## src/core/port_pin_pkg.sv

```systemverilog
// Constants, layouts and carrier types for the port pin control block
package port_pin_pkg;
  localparam int ADDR_W = 9;
  localparam int PIN_W  = 57;

  // Register offsets
  localparam logic [8:0] OFS_PORTA_DIR  = 9'h002;
  localparam logic [8:0] OFS_PORTB_DIR  = 9'h003;
  localparam logic [8:0] OFS_PORTE_DIR  = 9'h009;
  localparam logic [8:0] OFS_PULL_CTRL  = 9'h00c;
  localparam logic [8:0] OFS_LOW_DRIVE  = 9'h00d;
  localparam logic [8:0] OFS_H_DATA     = 9'h024;
  localparam logic [8:0] OFS_H_DIR      = 9'h025;
  localparam logic [8:0] OFS_PWM_ENABLE = 9'h040;
  localparam logic [8:0] OFS_PWM_CTRL   = 9'h054;
  localparam logic [8:0] OFS_P_DATA     = 9'h056;
  localparam logic [8:0] OFS_P_DIR      = 9'h057;
  localparam logic [8:0] OFS_CONV0_CTRL = 9'h062;
  localparam logic [8:0] OFS_AN0_DATA   = 9'h06f;
  localparam logic [8:0] OFS_TIMER_SYS  = 9'h086;
  localparam logic [8:0] OFS_TIMER_MASK = 9'h08d;
  localparam logic [8:0] OFS_PA_CTRL    = 9'h0a0;
  localparam logic [8:0] OFS_T_DATA     = 9'h0ae;
  localparam logic [8:0] OFS_T_DIR      = 9'h0af;
  localparam logic [8:0] OFS_SER_CTRL   = 9'h0c2;
  localparam logic [8:0] OFS_SPI_CTRL   = 9'h0d0;
  localparam logic [8:0] OFS_S_DATA     = 9'h0d6;
  localparam logic [8:0] OFS_S_DIR      = 9'h0d7;
  localparam logic [8:0] OFS_S_PULLDRV  = 9'h0d9;
  localparam logic [8:0] OFS_CONV1_CTRL = 9'h0e2;
  localparam logic [8:0] OFS_AN1_DATA   = 9'h0ef;
  localparam logic [8:0] OFS_CAN_DATA   = 9'h13e;

  // Field positions
  localparam int H_PULL_BIT     = 7;
  localparam int H_LOWDRV_BIT   = 6;
  localparam int P_PULL_BIT     = 3;
  localparam int P_LOWDRV_BIT   = 4;
  localparam int T_PULL_BIT     = 5;
  localparam int T_LOWDRV_BIT   = 4;
  localparam int CONV_PWRUP_BIT = 7;
  localparam int TIMER_EN_BIT   = 7;
  localparam int PA_EN_BIT      = 6;
  localparam int SPI_WO_BIT     = 0;
  localparam int S_LOWDRV_LSB   = 4;

  // Values after reset and bit masks
  localparam logic       H_PULL_RST  = 1'b1;
  localparam logic [7:0] REG_RST     = 8'h00;
  localparam logic [7:0] PORTE_MASK  = 8'hfc;
  localparam logic [7:0] PWM_CH_MASK = 8'h0f;
  localparam logic [7:0] PA_PIN_MASK = 8'h80;

  // Port indices of the general-purpose pad array
  localparam int PORT_H = 0;
  localparam int PORT_P = 1;
  localparam int PORT_S = 2;
  localparam int PORT_T = 3;
  localparam int NPORTS = 4;

  // Layout of the synchronised pin vector
  localparam int PIN_CAN_LSB = 32;
  localparam int PIN_AN0_LSB = 40;
  localparam int PIN_AN1_LSB = 48;
  localparam int PIN_LT_BIT  = 56;

  typedef enum logic [1:0] {MODE_SINGLE, MODE_EXPANDED, MODE_PERIPH} bus_mode_t;

  typedef struct packed {
    logic [7:0] out;
    logic [7:0] oe;
    logic [7:0] pull_up;
    logic [7:0] pull_down;
    logic [7:0] low_drive;
  } pad_t;

  typedef struct packed {
    logic [7:0] claim;
    logic [7:0] val;
    logic [7:0] oe;
  } periph_t;
endpackage

```

## src/core/port_pin_control.sv

```systemverilog
// Pin control for ports H, CAN, analog 0/1, P, S and T with a plain register port
`timescale 1ns/100ps
module port_pin_control
  import port_pin_pkg::*;
(
  input  wire logic                    ref_clk_in,
  input  wire logic                    nrst_in,
  input  wire logic                    ce_in,
  input  wire bus_mode_t               mode_in,
  input  wire logic [ADDR_W-1:0]       addr_in,
  input  wire logic [7:0]              wdata_in,
  input  wire logic                    wr_in,
  input  wire logic                    rd_in,
  output logic [7:0]                   rdata_out,
  input  wire logic [NPORTS-1:0][7:0]  gpio_pin_in,
  output pad_t [NPORTS-1:0]            gpio_pad_out,
  input  wire logic                    h_load_type_select_in,
  input  wire logic [7:0]              can_pin_in,
  input  wire logic                    can_tx_in,
  input  wire pad_t                    can_hi_in,
  output logic                         can_transmit_pin_out,
  output pad_t                         can_hi_pad_out,
  output logic                         can_receive_out,
  input  wire logic [7:0]              analog0_pin_in,
  input  wire logic [7:0]              analog1_pin_in,
  output logic [1:0]                   converter_power_up_out,
  input  wire periph_t                 pwm_in,
  input  wire periph_t                 serial_in,
  input  wire logic [2:0]              serial_group_en_in,
  input  wire periph_t                 timer_in,
  output logic [3:0]                   pwm_channel_enable_out,
  output logic                         timer_enable_out,
  output logic                         pulse_accum_enable_out,
  output logic [7:0]                   porta_direction_out,
  output logic [7:0]                   portb_direction_out,
  output logic [7:0]                   porte_direction_out
);

  // Expand a three-group enable onto port S pins 1:0, 3:2 and 7:4
  function automatic logic [7:0] grp_mask(input logic [2:0] g);
    grp_mask = {{4{g[2]}}, {2{g[1]}}, {2{g[0]}}};
  endfunction

  // Pin synchroniser: s1 feeds only s2; the filtered copy moves when s2 and s3 agree
  logic [PIN_W-1:0] s1_q, s2_q, s3_q, filt_q, filt_d;
  logic [PIN_W-1:0] pins_raw;

  assign pins_raw = {h_load_type_select_in, analog1_pin_in, analog0_pin_in, can_pin_in, gpio_pin_in};

  always_comb begin
    filt_d = filt_q;
    for (int k = 0; k < PIN_W; k++) begin
      if (s2_q[k] == s3_q[k]) begin
        filt_d[k] = s3_q[k];
      end
    end
  end

  always_ff @(posedge ref_clk_in or negedge nrst_in) begin
    if (!nrst_in) begin
      s1_q   <= '0;
      s2_q   <= '0;
      s3_q   <= '0;
      filt_q <= '0;
    end else if (ce_in) begin
      // Clock enable low freezes the synchroniser along with every register
      s1_q   <= pins_raw;
      s2_q   <= s1_q;
      s3_q   <= s2_q;
      filt_q <= filt_d;
    end
  end

  logic [NPORTS-1:0][7:0] pin_lvl;
  logic [7:0]             can_lvl, an0_lvl, an1_lvl;
  logic                   load_up;

  assign pin_lvl = filt_q[31:0];
  assign can_lvl = filt_q[PIN_CAN_LSB +: 8];
  // Analog pins have no pad: read only, never driven, pulled or weakened
  assign an0_lvl = filt_q[PIN_AN0_LSB +: 8];
  assign an1_lvl = filt_q[PIN_AN1_LSB +: 8];
  assign load_up = filt_q[PIN_LT_BIT];

  // Register file
  logic [NPORTS-1:0][7:0] data_q, data_d;
  logic [NPORTS-1:0][7:0] dir_q, dir_d;
  logic [7:0]             pa_dir_q, pa_dir_d;
  logic [7:0]             pb_dir_q, pb_dir_d;
  logic [7:0]             pe_dir_q, pe_dir_d;
  logic                   h_pull_q, h_pull_d;
  logic                   h_lowdrv_q, h_lowdrv_d;
  logic                   lowdrv_used_q, lowdrv_used_d;
  logic [7:0]             pwm_en_q, pwm_en_d;
  logic [7:0]             pwm_ctrl_q, pwm_ctrl_d;
  logic [7:0]             conv0_q, conv0_d;
  logic [7:0]             conv1_q, conv1_d;
  logic [7:0]             tsys_q, tsys_d;
  logic [7:0]             tmask_q, tmask_d;
  logic [7:0]             pulse_accum_control_q, pulse_accum_control_d;
  logic [7:0]             ser_ctrl_q, ser_ctrl_d;
  logic [7:0]             spi_ctrl_q, spi_ctrl_d;
  logic [7:0]             s_pd_q, s_pd_d;
  logic [7:0]             rdata_q, rdata_d;
  logic                   single_chip, periph_mode;

  // Mode is decoded live, so a mode change governs the very next access
  assign single_chip = (mode_in == MODE_SINGLE);
  assign periph_mode = (mode_in == MODE_PERIPH);

  // Read value of a port data register
  logic [NPORTS-1:0][7:0] port_rd;

  always_comb begin
    for (int p = 0; p < NPORTS; p++) begin
      port_rd[p] = (dir_q[p] & data_q[p]) | (~dir_q[p] & pin_lvl[p]);
    end
  end

  always_comb begin
    data_d        = data_q;
    dir_d         = dir_q;
    pa_dir_d      = pa_dir_q;
    pb_dir_d      = pb_dir_q;
    pe_dir_d      = pe_dir_q;
    h_pull_d      = h_pull_q;
    h_lowdrv_d    = h_lowdrv_q;
    lowdrv_used_d = lowdrv_used_q;
    pwm_en_d      = pwm_en_q;
    pwm_ctrl_d    = pwm_ctrl_q;
    conv0_d       = conv0_q;
    conv1_d       = conv1_q;
    tsys_d        = tsys_q;
    tmask_d       = tmask_q;
    pulse_accum_control_d       = pulse_accum_control_q;
    ser_ctrl_d    = ser_ctrl_q;
    spi_ctrl_d    = spi_ctrl_q;
    s_pd_d        = s_pd_q;
    rdata_d       = REG_RST;
    if (wr_in) begin
      case (addr_in)
        OFS_PORTA_DIR:  if (single_chip) pa_dir_d = wdata_in;
        OFS_PORTB_DIR:  if (single_chip) pb_dir_d = wdata_in;
        OFS_PORTE_DIR:  if (!periph_mode) pe_dir_d = wdata_in & PORTE_MASK;
        OFS_PULL_CTRL:  h_pull_d = wdata_in[H_PULL_BIT];
        OFS_LOW_DRIVE: begin
          // Only the first write outside peripheral mode after reset lands; later ones are dropped
          if (!periph_mode && !lowdrv_used_q) begin
            h_lowdrv_d    = wdata_in[H_LOWDRV_BIT];
            lowdrv_used_d = 1'b1;
          end
        end
        OFS_H_DATA:     data_d[PORT_H] = wdata_in;
        OFS_H_DIR:      dir_d[PORT_H] = wdata_in;
        OFS_PWM_ENABLE: pwm_en_d = wdata_in & PWM_CH_MASK;
        OFS_PWM_CTRL:   pwm_ctrl_d = wdata_in;
        OFS_P_DATA:     data_d[PORT_P] = wdata_in;
        OFS_P_DIR:      dir_d[PORT_P] = wdata_in;
        OFS_CONV0_CTRL: conv0_d = wdata_in;
        OFS_CONV1_CTRL: conv1_d = wdata_in;
        OFS_TIMER_SYS:  tsys_d = wdata_in;
        OFS_TIMER_MASK: tmask_d = wdata_in;
        OFS_PA_CTRL:    pulse_accum_control_d = wdata_in;
        OFS_T_DATA:     data_d[PORT_T] = wdata_in;
        OFS_T_DIR:      dir_d[PORT_T] = wdata_in;
        OFS_SER_CTRL:   ser_ctrl_d = wdata_in;
        OFS_SPI_CTRL:   spi_ctrl_d = wdata_in;
        OFS_S_DATA:     data_d[PORT_S] = wdata_in;
        OFS_S_DIR:      dir_d[PORT_S] = wdata_in;
        OFS_S_PULLDRV:  s_pd_d = wdata_in;
        default:        ;
      endcase
    end
    if (rd_in) begin
      case (addr_in)
        OFS_PORTA_DIR:  rdata_d = single_chip ? pa_dir_q : REG_RST;
        OFS_PORTB_DIR:  rdata_d = single_chip ? pb_dir_q : REG_RST;
        OFS_PORTE_DIR:  rdata_d = periph_mode ? REG_RST : pe_dir_q;
        OFS_PULL_CTRL:  rdata_d = 8'(h_pull_q) << H_PULL_BIT;
        OFS_LOW_DRIVE:  rdata_d = periph_mode ? REG_RST : 8'(h_lowdrv_q) << H_LOWDRV_BIT;
        OFS_H_DATA:     rdata_d = port_rd[PORT_H];
        OFS_H_DIR:      rdata_d = dir_q[PORT_H];
        OFS_PWM_ENABLE: rdata_d = pwm_en_q;
        OFS_PWM_CTRL:   rdata_d = pwm_ctrl_q;
        OFS_P_DATA:     rdata_d = port_rd[PORT_P];
        OFS_P_DIR:      rdata_d = dir_q[PORT_P];
        OFS_CONV0_CTRL: rdata_d = conv0_q;
        OFS_CONV1_CTRL: rdata_d = conv1_q;
        // Powered-up analog ports read zero: the pins belong to the converter
        OFS_AN0_DATA:   rdata_d = conv0_q[CONV_PWRUP_BIT] ? REG_RST : an0_lvl;
        OFS_AN1_DATA:   rdata_d = conv1_q[CONV_PWRUP_BIT] ? REG_RST : an1_lvl;
        OFS_TIMER_SYS:  rdata_d = tsys_q;
        OFS_TIMER_MASK: rdata_d = tmask_q;
        OFS_PA_CTRL:    rdata_d = pulse_accum_control_q;
        OFS_T_DATA:     rdata_d = port_rd[PORT_T];
        OFS_T_DIR:      rdata_d = dir_q[PORT_T];
        OFS_SER_CTRL:   rdata_d = ser_ctrl_q;
        OFS_SPI_CTRL:   rdata_d = spi_ctrl_q;
        OFS_S_DATA:     rdata_d = port_rd[PORT_S];
        OFS_S_DIR:      rdata_d = dir_q[PORT_S];
        OFS_S_PULLDRV:  rdata_d = s_pd_q;
        OFS_CAN_DATA:   rdata_d = can_lvl;
        default:        rdata_d = REG_RST;
      endcase
    end
  end

  always_ff @(posedge ref_clk_in or negedge nrst_in) begin
    if (!nrst_in) begin
      data_q        <= '0;
      dir_q         <= '0;
      pa_dir_q      <= REG_RST;
      pb_dir_q      <= REG_RST;
      pe_dir_q      <= REG_RST;
      h_pull_q      <= H_PULL_RST;
      h_lowdrv_q    <= 1'b0;
      lowdrv_used_q <= 1'b0;
      pwm_en_q      <= REG_RST;
      pwm_ctrl_q    <= REG_RST;
      conv0_q       <= REG_RST;
      conv1_q       <= REG_RST;
      tsys_q        <= REG_RST;
      tmask_q       <= REG_RST;
      pulse_accum_control_q       <= REG_RST;
      ser_ctrl_q    <= REG_RST;
      spi_ctrl_q    <= REG_RST;
      s_pd_q        <= REG_RST;
      rdata_q       <= REG_RST;
    end else if (ce_in) begin
      data_q        <= data_d;
      dir_q         <= dir_d;
      pa_dir_q      <= pa_dir_d;
      pb_dir_q      <= pb_dir_d;
      pe_dir_q      <= pe_dir_d;
      h_pull_q      <= h_pull_d;
      h_lowdrv_q    <= h_lowdrv_d;
      lowdrv_used_q <= lowdrv_used_d;
      pwm_en_q      <= pwm_en_d;
      pwm_ctrl_q    <= pwm_ctrl_d;
      conv0_q       <= conv0_d;
      conv1_q       <= conv1_d;
      tsys_q        <= tsys_d;
      tmask_q       <= tmask_d;
      pulse_accum_control_q       <= pulse_accum_control_d;
      ser_ctrl_q    <= ser_ctrl_d;
      spi_ctrl_q    <= spi_ctrl_d;
      s_pd_q        <= s_pd_d;
      rdata_q       <= rdata_d;
    end
  end

  // Per-port controls feeding the common pad logic
  logic [NPORTS-1:0][7:0] claim, pval, poe, wo, pu_en, pd_en, ld_en, pull_gpio_only;
  logic [7:0]             tim_claim;

  // Timer claims reach port T only while the timer is enabled
  assign tim_claim = tsys_q[TIMER_EN_BIT] ? timer_in.claim : REG_RST;

  always_comb begin
    claim          = '0;
    pval           = '0;
    poe            = '0;
    wo             = '0;
    pu_en          = '0;
    pd_en          = '0;
    ld_en          = '0;
    pull_gpio_only = '0;
    // Port H: pull type follows the load-select pin
    pu_en[PORT_H] = {8{h_pull_q & load_up}};
    pd_en[PORT_H] = {8{h_pull_q & ~load_up}};
    ld_en[PORT_H] = {8{h_lowdrv_q}};
    // Port P
    claim[PORT_P] = pwm_en_q & PWM_CH_MASK;
    pval[PORT_P]  = pwm_in.val;
    poe[PORT_P]   = PWM_CH_MASK;
    pu_en[PORT_P] = {8{pwm_ctrl_q[P_PULL_BIT]}};
    ld_en[PORT_P] = {8{pwm_ctrl_q[P_LOWDRV_BIT]}};
    // Port S
    claim[PORT_S] = serial_in.claim & grp_mask(serial_group_en_in);
    pval[PORT_S]  = serial_in.val;
    poe[PORT_S]   = serial_in.oe;
    wo[PORT_S]    = grp_mask({spi_ctrl_q[SPI_WO_BIT], ser_ctrl_q[1:0]});
    pu_en[PORT_S] = grp_mask(s_pd_q[2:0]);
    ld_en[PORT_S] = grp_mask(s_pd_q[S_LOWDRV_LSB +: 3]);
    pull_gpio_only[PORT_S] = 8'hff;
    // Port T: pulse accumulator holds pin 7 as an input unless the enabled timer claims it with output enable
    claim[PORT_T] = tim_claim | (pulse_accum_control_q[PA_EN_BIT] ? PA_PIN_MASK : REG_RST);
    pval[PORT_T]  = timer_in.val;
    poe[PORT_T]   = timer_in.oe & tim_claim;
    pu_en[PORT_T] = {8{tmask_q[T_PULL_BIT]}};
    ld_en[PORT_T] = {8{tmask_q[T_LOWDRV_BIT]}};
  end

  // Pad outputs, registered so every pin control leaves a flip-flop
  pad_t [NPORTS-1:0] pad_q, pad_d;

  for (genvar p = 0; p < NPORTS; p++) begin : g_pad
    logic [7:0] drv_val, drv_en, in_mask;

    assign drv_val = (claim[p] & pval[p]) | (~claim[p] & data_q[p]);
    assign drv_en  = (claim[p] & poe[p]) | (~claim[p] & dir_q[p]);
    assign in_mask = ~drv_en & ~(pull_gpio_only[p] & claim[p]);

    always_comb begin
      pad_d[p].out       = drv_val;
      // Open drain: a high level releases the pin instead of driving it
      pad_d[p].oe        = drv_en & ~(wo[p] & drv_val);
      pad_d[p].pull_up   = pu_en[p] & in_mask;
      pad_d[p].pull_down = pd_en[p] & in_mask;
      pad_d[p].low_drive = ld_en[p] & drv_en;
    end
  end

  // CAN pins: transmit passes the bus level untouched, high pins belong to the CAN module
  logic can_tx_q, can_tx_d;
  pad_t can_hi_q, can_hi_d;

  always_comb begin
    can_tx_d = can_tx_in;
    can_hi_d = can_hi_in;
  end

  always_ff @(posedge ref_clk_in or negedge nrst_in) begin
    if (!nrst_in) begin
      pad_q    <= '0;
      can_tx_q <= 1'b1;
      can_hi_q <= '0;
    end else if (ce_in) begin
      pad_q    <= pad_d;
      can_tx_q <= can_tx_d;
      can_hi_q <= can_hi_d;
    end
  end

  assign rdata_out              = rdata_q;
  assign gpio_pad_out           = pad_q;
  assign can_transmit_pin_out   = can_tx_q;
  assign can_hi_pad_out         = can_hi_q;
  assign can_receive_out        = filt_q[PIN_CAN_LSB];
  assign converter_power_up_out = {conv1_q[CONV_PWRUP_BIT], conv0_q[CONV_PWRUP_BIT]};
  assign pwm_channel_enable_out = pwm_en_q[3:0];
  assign timer_enable_out       = tsys_q[TIMER_EN_BIT];
  assign pulse_accum_enable_out = pulse_accum_control_q[PA_EN_BIT];
  assign porta_direction_out    = pa_dir_q;
  assign portb_direction_out    = pb_dir_q;
  assign porte_direction_out    = pe_dir_q;

endmodule

```

## config.mk

```make
export PLATFORM = sky130hd
export DESIGN_NAME = port_pin_control
export DESIGN_NICKNAME = d
export VERILOG_FILES = /design/src/core/port_pin_pkg.sv /design/src/core/port_pin_control.sv
export SDC_FILE = /design/constraint.sdc
export NUM_CORES = 1
export LEC_CHECK = 0
export ABC_AREA = 1
export BUFFER_PORTS_ARGS = -buffer_cell sky130_fd_sc_hd__buf_2
export CAP_MARGIN = 10
export CELL_PAD_IN_SITES_DETAIL_PLACEMENT = 1
export CELL_PAD_IN_SITES_GLOBAL_PLACEMENT = 1
export CORE_MARGIN = 2
export CORE_UTILIZATION = 35
export CTS_CLUSTER_SIZE = 28
export DETAILED_ROUTE_END_ITERATION = 6
export PLACE_DENSITY_LB_ADDON = 0.1
export SLEW_MARGIN = 20
export SYNTH_ARGS = -nofsm -noshare
export SYNTH_HDL_FRONTEND = slang
export SYNTH_SLANG_ARGS = --single-unit
```

## constraint.sdc

```tcl
create_clock -name ref_clk_in -period 1.7 [get_ports ref_clk_in]
set_clock_uncertainty 0.2 [all_clocks]
set_input_delay 0.34 -clock ref_clk_in [delete_from_list [all_inputs] [get_ports ref_clk_in]]
set_output_delay 0.34 -clock ref_clk_in [all_outputs]
set_load 0.05 [all_outputs]
```

==> summary.md <==
| Metric | Value |
|---|---|
| Post-synth EDFFs | 0 |
| Arr. time, crit path | about 1300 ps |
| Top cell type by total area after synthesis | dfrtp_1 |
| Crit-path max cell delay | 560 ps |
| Combinational power share | roughly 14% |
| Final hold vios | 1 |
| Critical path required time | 1160 ps |
| Crit path buffers/inverters | 1 |
| Setup TNS | -4040 ps |
| Crit Path Category | register to output port |
| CTS root buf | clkbuf_16 |
| Cell Area, Placed | 30500 um2 |
| Critical path capture point type | output port |
| Hold Path Sink | gpio_pad_out[103]$_DFFE_PN0P_ |
| Slew Limit Fails | 0 |
| Failing checks | negative hold slack, negative setup slack |
| Largest net degree at the start of global routing | 81 |
| Post-synth top area share | between 50% and 60% |
| Clk_lat worst skew | 620 ps |
| CTS sink cnt | 578 |
| Max-Cap Viols | 0 |
| NumNets Final | 4127 |
| Cells after Synth | 2985 |
| Count leader, synth | nand2_1 |
| Residual DRC | 0 |
| Reg-to-reg setup timing slack | -40 ps |
| Hold_sp | serial_group_en_in[2] |
| Iteration-0 DRC count of the detailed router | approximately 1400 |
| Async S/R FF share, synth | 100% |
| Synth Warn # | 0 |
| Max Freq | 536 MHz |
| Routed len/inst | 21.6 um |
| Final Cycle Share | 110% |
| Finished Layout Cells | 4926 |
| Max VDD drop | 0.661 mV |
| Seq cells post-synth | 578 |
| Setup Viol. Count Final | 189 |
| Initial antenna violation count | 5 |
| Commonest cells in the netlist | nand2_1 (1045), dfrtp_1 (576), o21ai_0 (381) |
| CTS tree | built |
| Outcome | complete, but fails checks |
| Util after Layout | 53.2% |
| DR vias | 24418 |
| Delay-heaviest family, CP | flip-flops |
| Critical-path top delay cell | dfstp_2 |
| Vias/cell | 4.96 |
| Initial Utilization | 35.5% |
| Fin area | 37400 um2 |
| Minimum clock period after layout | 1870 ps |
| Worst R2R Path Depth | 12 |
| Syn Std Cell Area | 25000 um2 |
| H-tree Lvls | 3 |
| Vias in the first global route | approximately 26000 |
| Total GRT Usage | 28.7% |
| Sw Pwr | 0.00992 W |
| Register area share after synthesis | 57.9% |
| Crit Reg-Reg Endpoint | rdata_out[4]$_DFFE_PN0P_ |
| Critical Path Source Type | register |
| Net Sw Frac | 27.9% |
| Hold Path Cell Cnt | 6 |
| Distinct cells, synth | 33 |
| Worst setup margin | -165 ps |
| Die area | 73500 um2 |
| Worst-path fanout max | 2 |
| Core box area | slightly above 70000 um2 |
| Routed Antenna Nets | 0 |
| Total Wirelength | ~110000 um |
| Crit path cell chain | buf_8 |
| Critical Path Stages | 1 |
| Port bufs | 392 |
| Synth top area cells | dfrtp_1 (58%), nand2_1 (16%), o21ai_0 (7.6%), nand3_1 (4.1%), inv_1 (3.5%) |
| GP Congestion | approximately 0.92 |
| Predominant post-synthesis flop cell | dfrtp_1 |
| Max Root-Sink Buffers | 3 |
| Reg clk slew, reported paths | roughly 60 ps |
| Internal Power | 0.0256 W |
| Post-DP HPWL | about 74000 um |
| Leak Pwr | 19.4 nW |
| RSZ-0062 raised after global routing | yes |
| Wire length of the first global-routing pass | approximately 160000 um |
| Die Y | ~270 um |
| Post-Syn Area per Cell | 8.37 um2 |
| Worst hold path class | input port to register |
| Clock share of power | 42.9% |
| Share of layout cells above drive strength 1 | 28.0% |
| Area grow syn2layout | 49.9% |
| Sequential share of power | 43.1% |
| Ports | 439 |
| Placed Cells | roughly 4500 |
| CTS Buf Count | 68 |
| GRT overflow | 0 |
| Site Rows | 97 |
| Fin Hold WS | -11.3 ps |
| Die width | 271 um |
| Drt first pass iters | 5 |
| Start of the worst register-to-register path | conv1_q[7]$_DFFE_PN0P_ |
| Cell area power density | 949 nW/um2 |
| # fillers | between 8000 and 9000 |
==> layer usage <==
| metal | global-route usage (%) | vias to the layer above | share of wire (%) |
|---|---|---|---|
| met5 | 0 | - | 0 |
| met4 | 8.43 | 0 | 3.2 |
| met3 | 3.67 | 171 | 3.8 |
| met2 | 51.1 | 518 | 50 |
| met1 | 36.4 | 12363 | 43 |
| li1 | - | 11366 | - |
==> placed cells by master (no fill, tap or decap), types with 11 or more instances in the layout <==
master	n
buf_6	215
nand2_1	1001
inv_1	219
nand4_1	33
nor2_2	36
clkbuf_8	14
buf_12	58
buf_4	389
nand3_1	192
o31ai_1	11
a21oi_1	25
clkbuf_1	20
nor2_4	15
dlygate4sd3_1	175
dfrtp_2	21
clkbuf_16	70
dfrtp_1	555
conb_1	26
nand3_2	12
nor2_1	167
o21ai_0	368
o21ai_1	36
inv_2	18
buf_2	172
nand2_2	38
==> sequential cells by signal, summed over array words and instances, names as in the netlist, 24 cells and up <==
| name | count |
|---|---|
| can_hi_pad_out | 40 |
| data_q | 24 |
| dir_q | 24 |
| filt_q | 57 |
| gpio_pad_out | 136 |
| s1_q | 57 |
| s2_q | 57 |
| s3_q | 57 |
==> what timing repair did <==
item | in CTS | in global routing
setup buffers | 73 | 64
setup endpoints to repair | 224 | 268
pin swaps | 17 | 49
gates resized for setup | 499 | 113
cloned | 0 | 0
hold endpoints to repair | 755 | 0
hold buffers | 180 | 0
==> power groups by stage <==
stage               Clock, W  Sequential (W)  Combinational [W]
floorplan                  0          0.0159            0.00160
global placement           0          0.0155            0.00404
detailed placement         0          0.0155            0.00416
CTS                   0.0156          0.0153            0.00482
global route          0.0161          0.0154            0.00541
finish                0.0152          0.0153            0.00497
==> tightest hold or removal path: cells and delay by family <==
| kind | cells | cell delay [ps] |
|---|---|---|
| AO/OA/AOI/OAI | 1 | 60 |
| AND/OR/NAND/NOR | 2 | 110 |
| buffers and inverters | 3 | 230 |
==> stage by stage <==
| stage | total power (W) | setup WS, ps |
|---|---|---|
| global placement | 0.0195 | -848 |
| global route | 0.0369 | -202 |
| finish | 0.0355 | -165 |
| CTS | 0.0357 | -193 |
| floorplan | 0.0175 | 6.86 |
| detailed placement | 0.0197 | -823 |
==> kinds of logic after synthesis <==
| group | after synthesis | synth area share (%) |
|---|---|---|
| compound gates | 480 | 10.1 |
| buf+inv | 407 | 6.95 |
| flops | 578 | 57.9 |
| mux | 8 | 0.361 |
| other cells | 1 | 0.0150 |
| simple gates | 1511 | 24.7 |
==> final cells by class <==
cell class              count  area (um2)  area share [%]
clock buffers             104        2020            5.40
clock inverters            20         313           0.836
diodes                      2        5.00          0.0134
repair buffers           1018        9240            24.7
well taps                 940        1180            3.14
multi-input cells        2025        9270            24.8
inverters                 239         907            2.42
flip-flops and latches    578       14500            38.7
==> worst max path at each step <==
stage | startpoint | to | slack [ps]
final | can_transmit_pin_out$_DFFE_PN1P_ | can_transmit_pin_out | -170
after global routing | can_transmit_pin_out$_DFFE_PN1P_ | can_transmit_pin_out | -200
after CTS | can_transmit_pin_out$_DFFE_PN1P_ | can_transmit_pin_out | -190
after detailed placement | addr_in[7] | rdata_out[6]$_DFFE_PN0P_ | -820
after global placement | addr_in[0] | rdata_out[6]$_DFFE_PN0P_ | -850
after floorplan | addr_in[1] | porte_direction_out[2]$_DFFE_PN0P_ | 7
(Power assumes the default switching activity.)
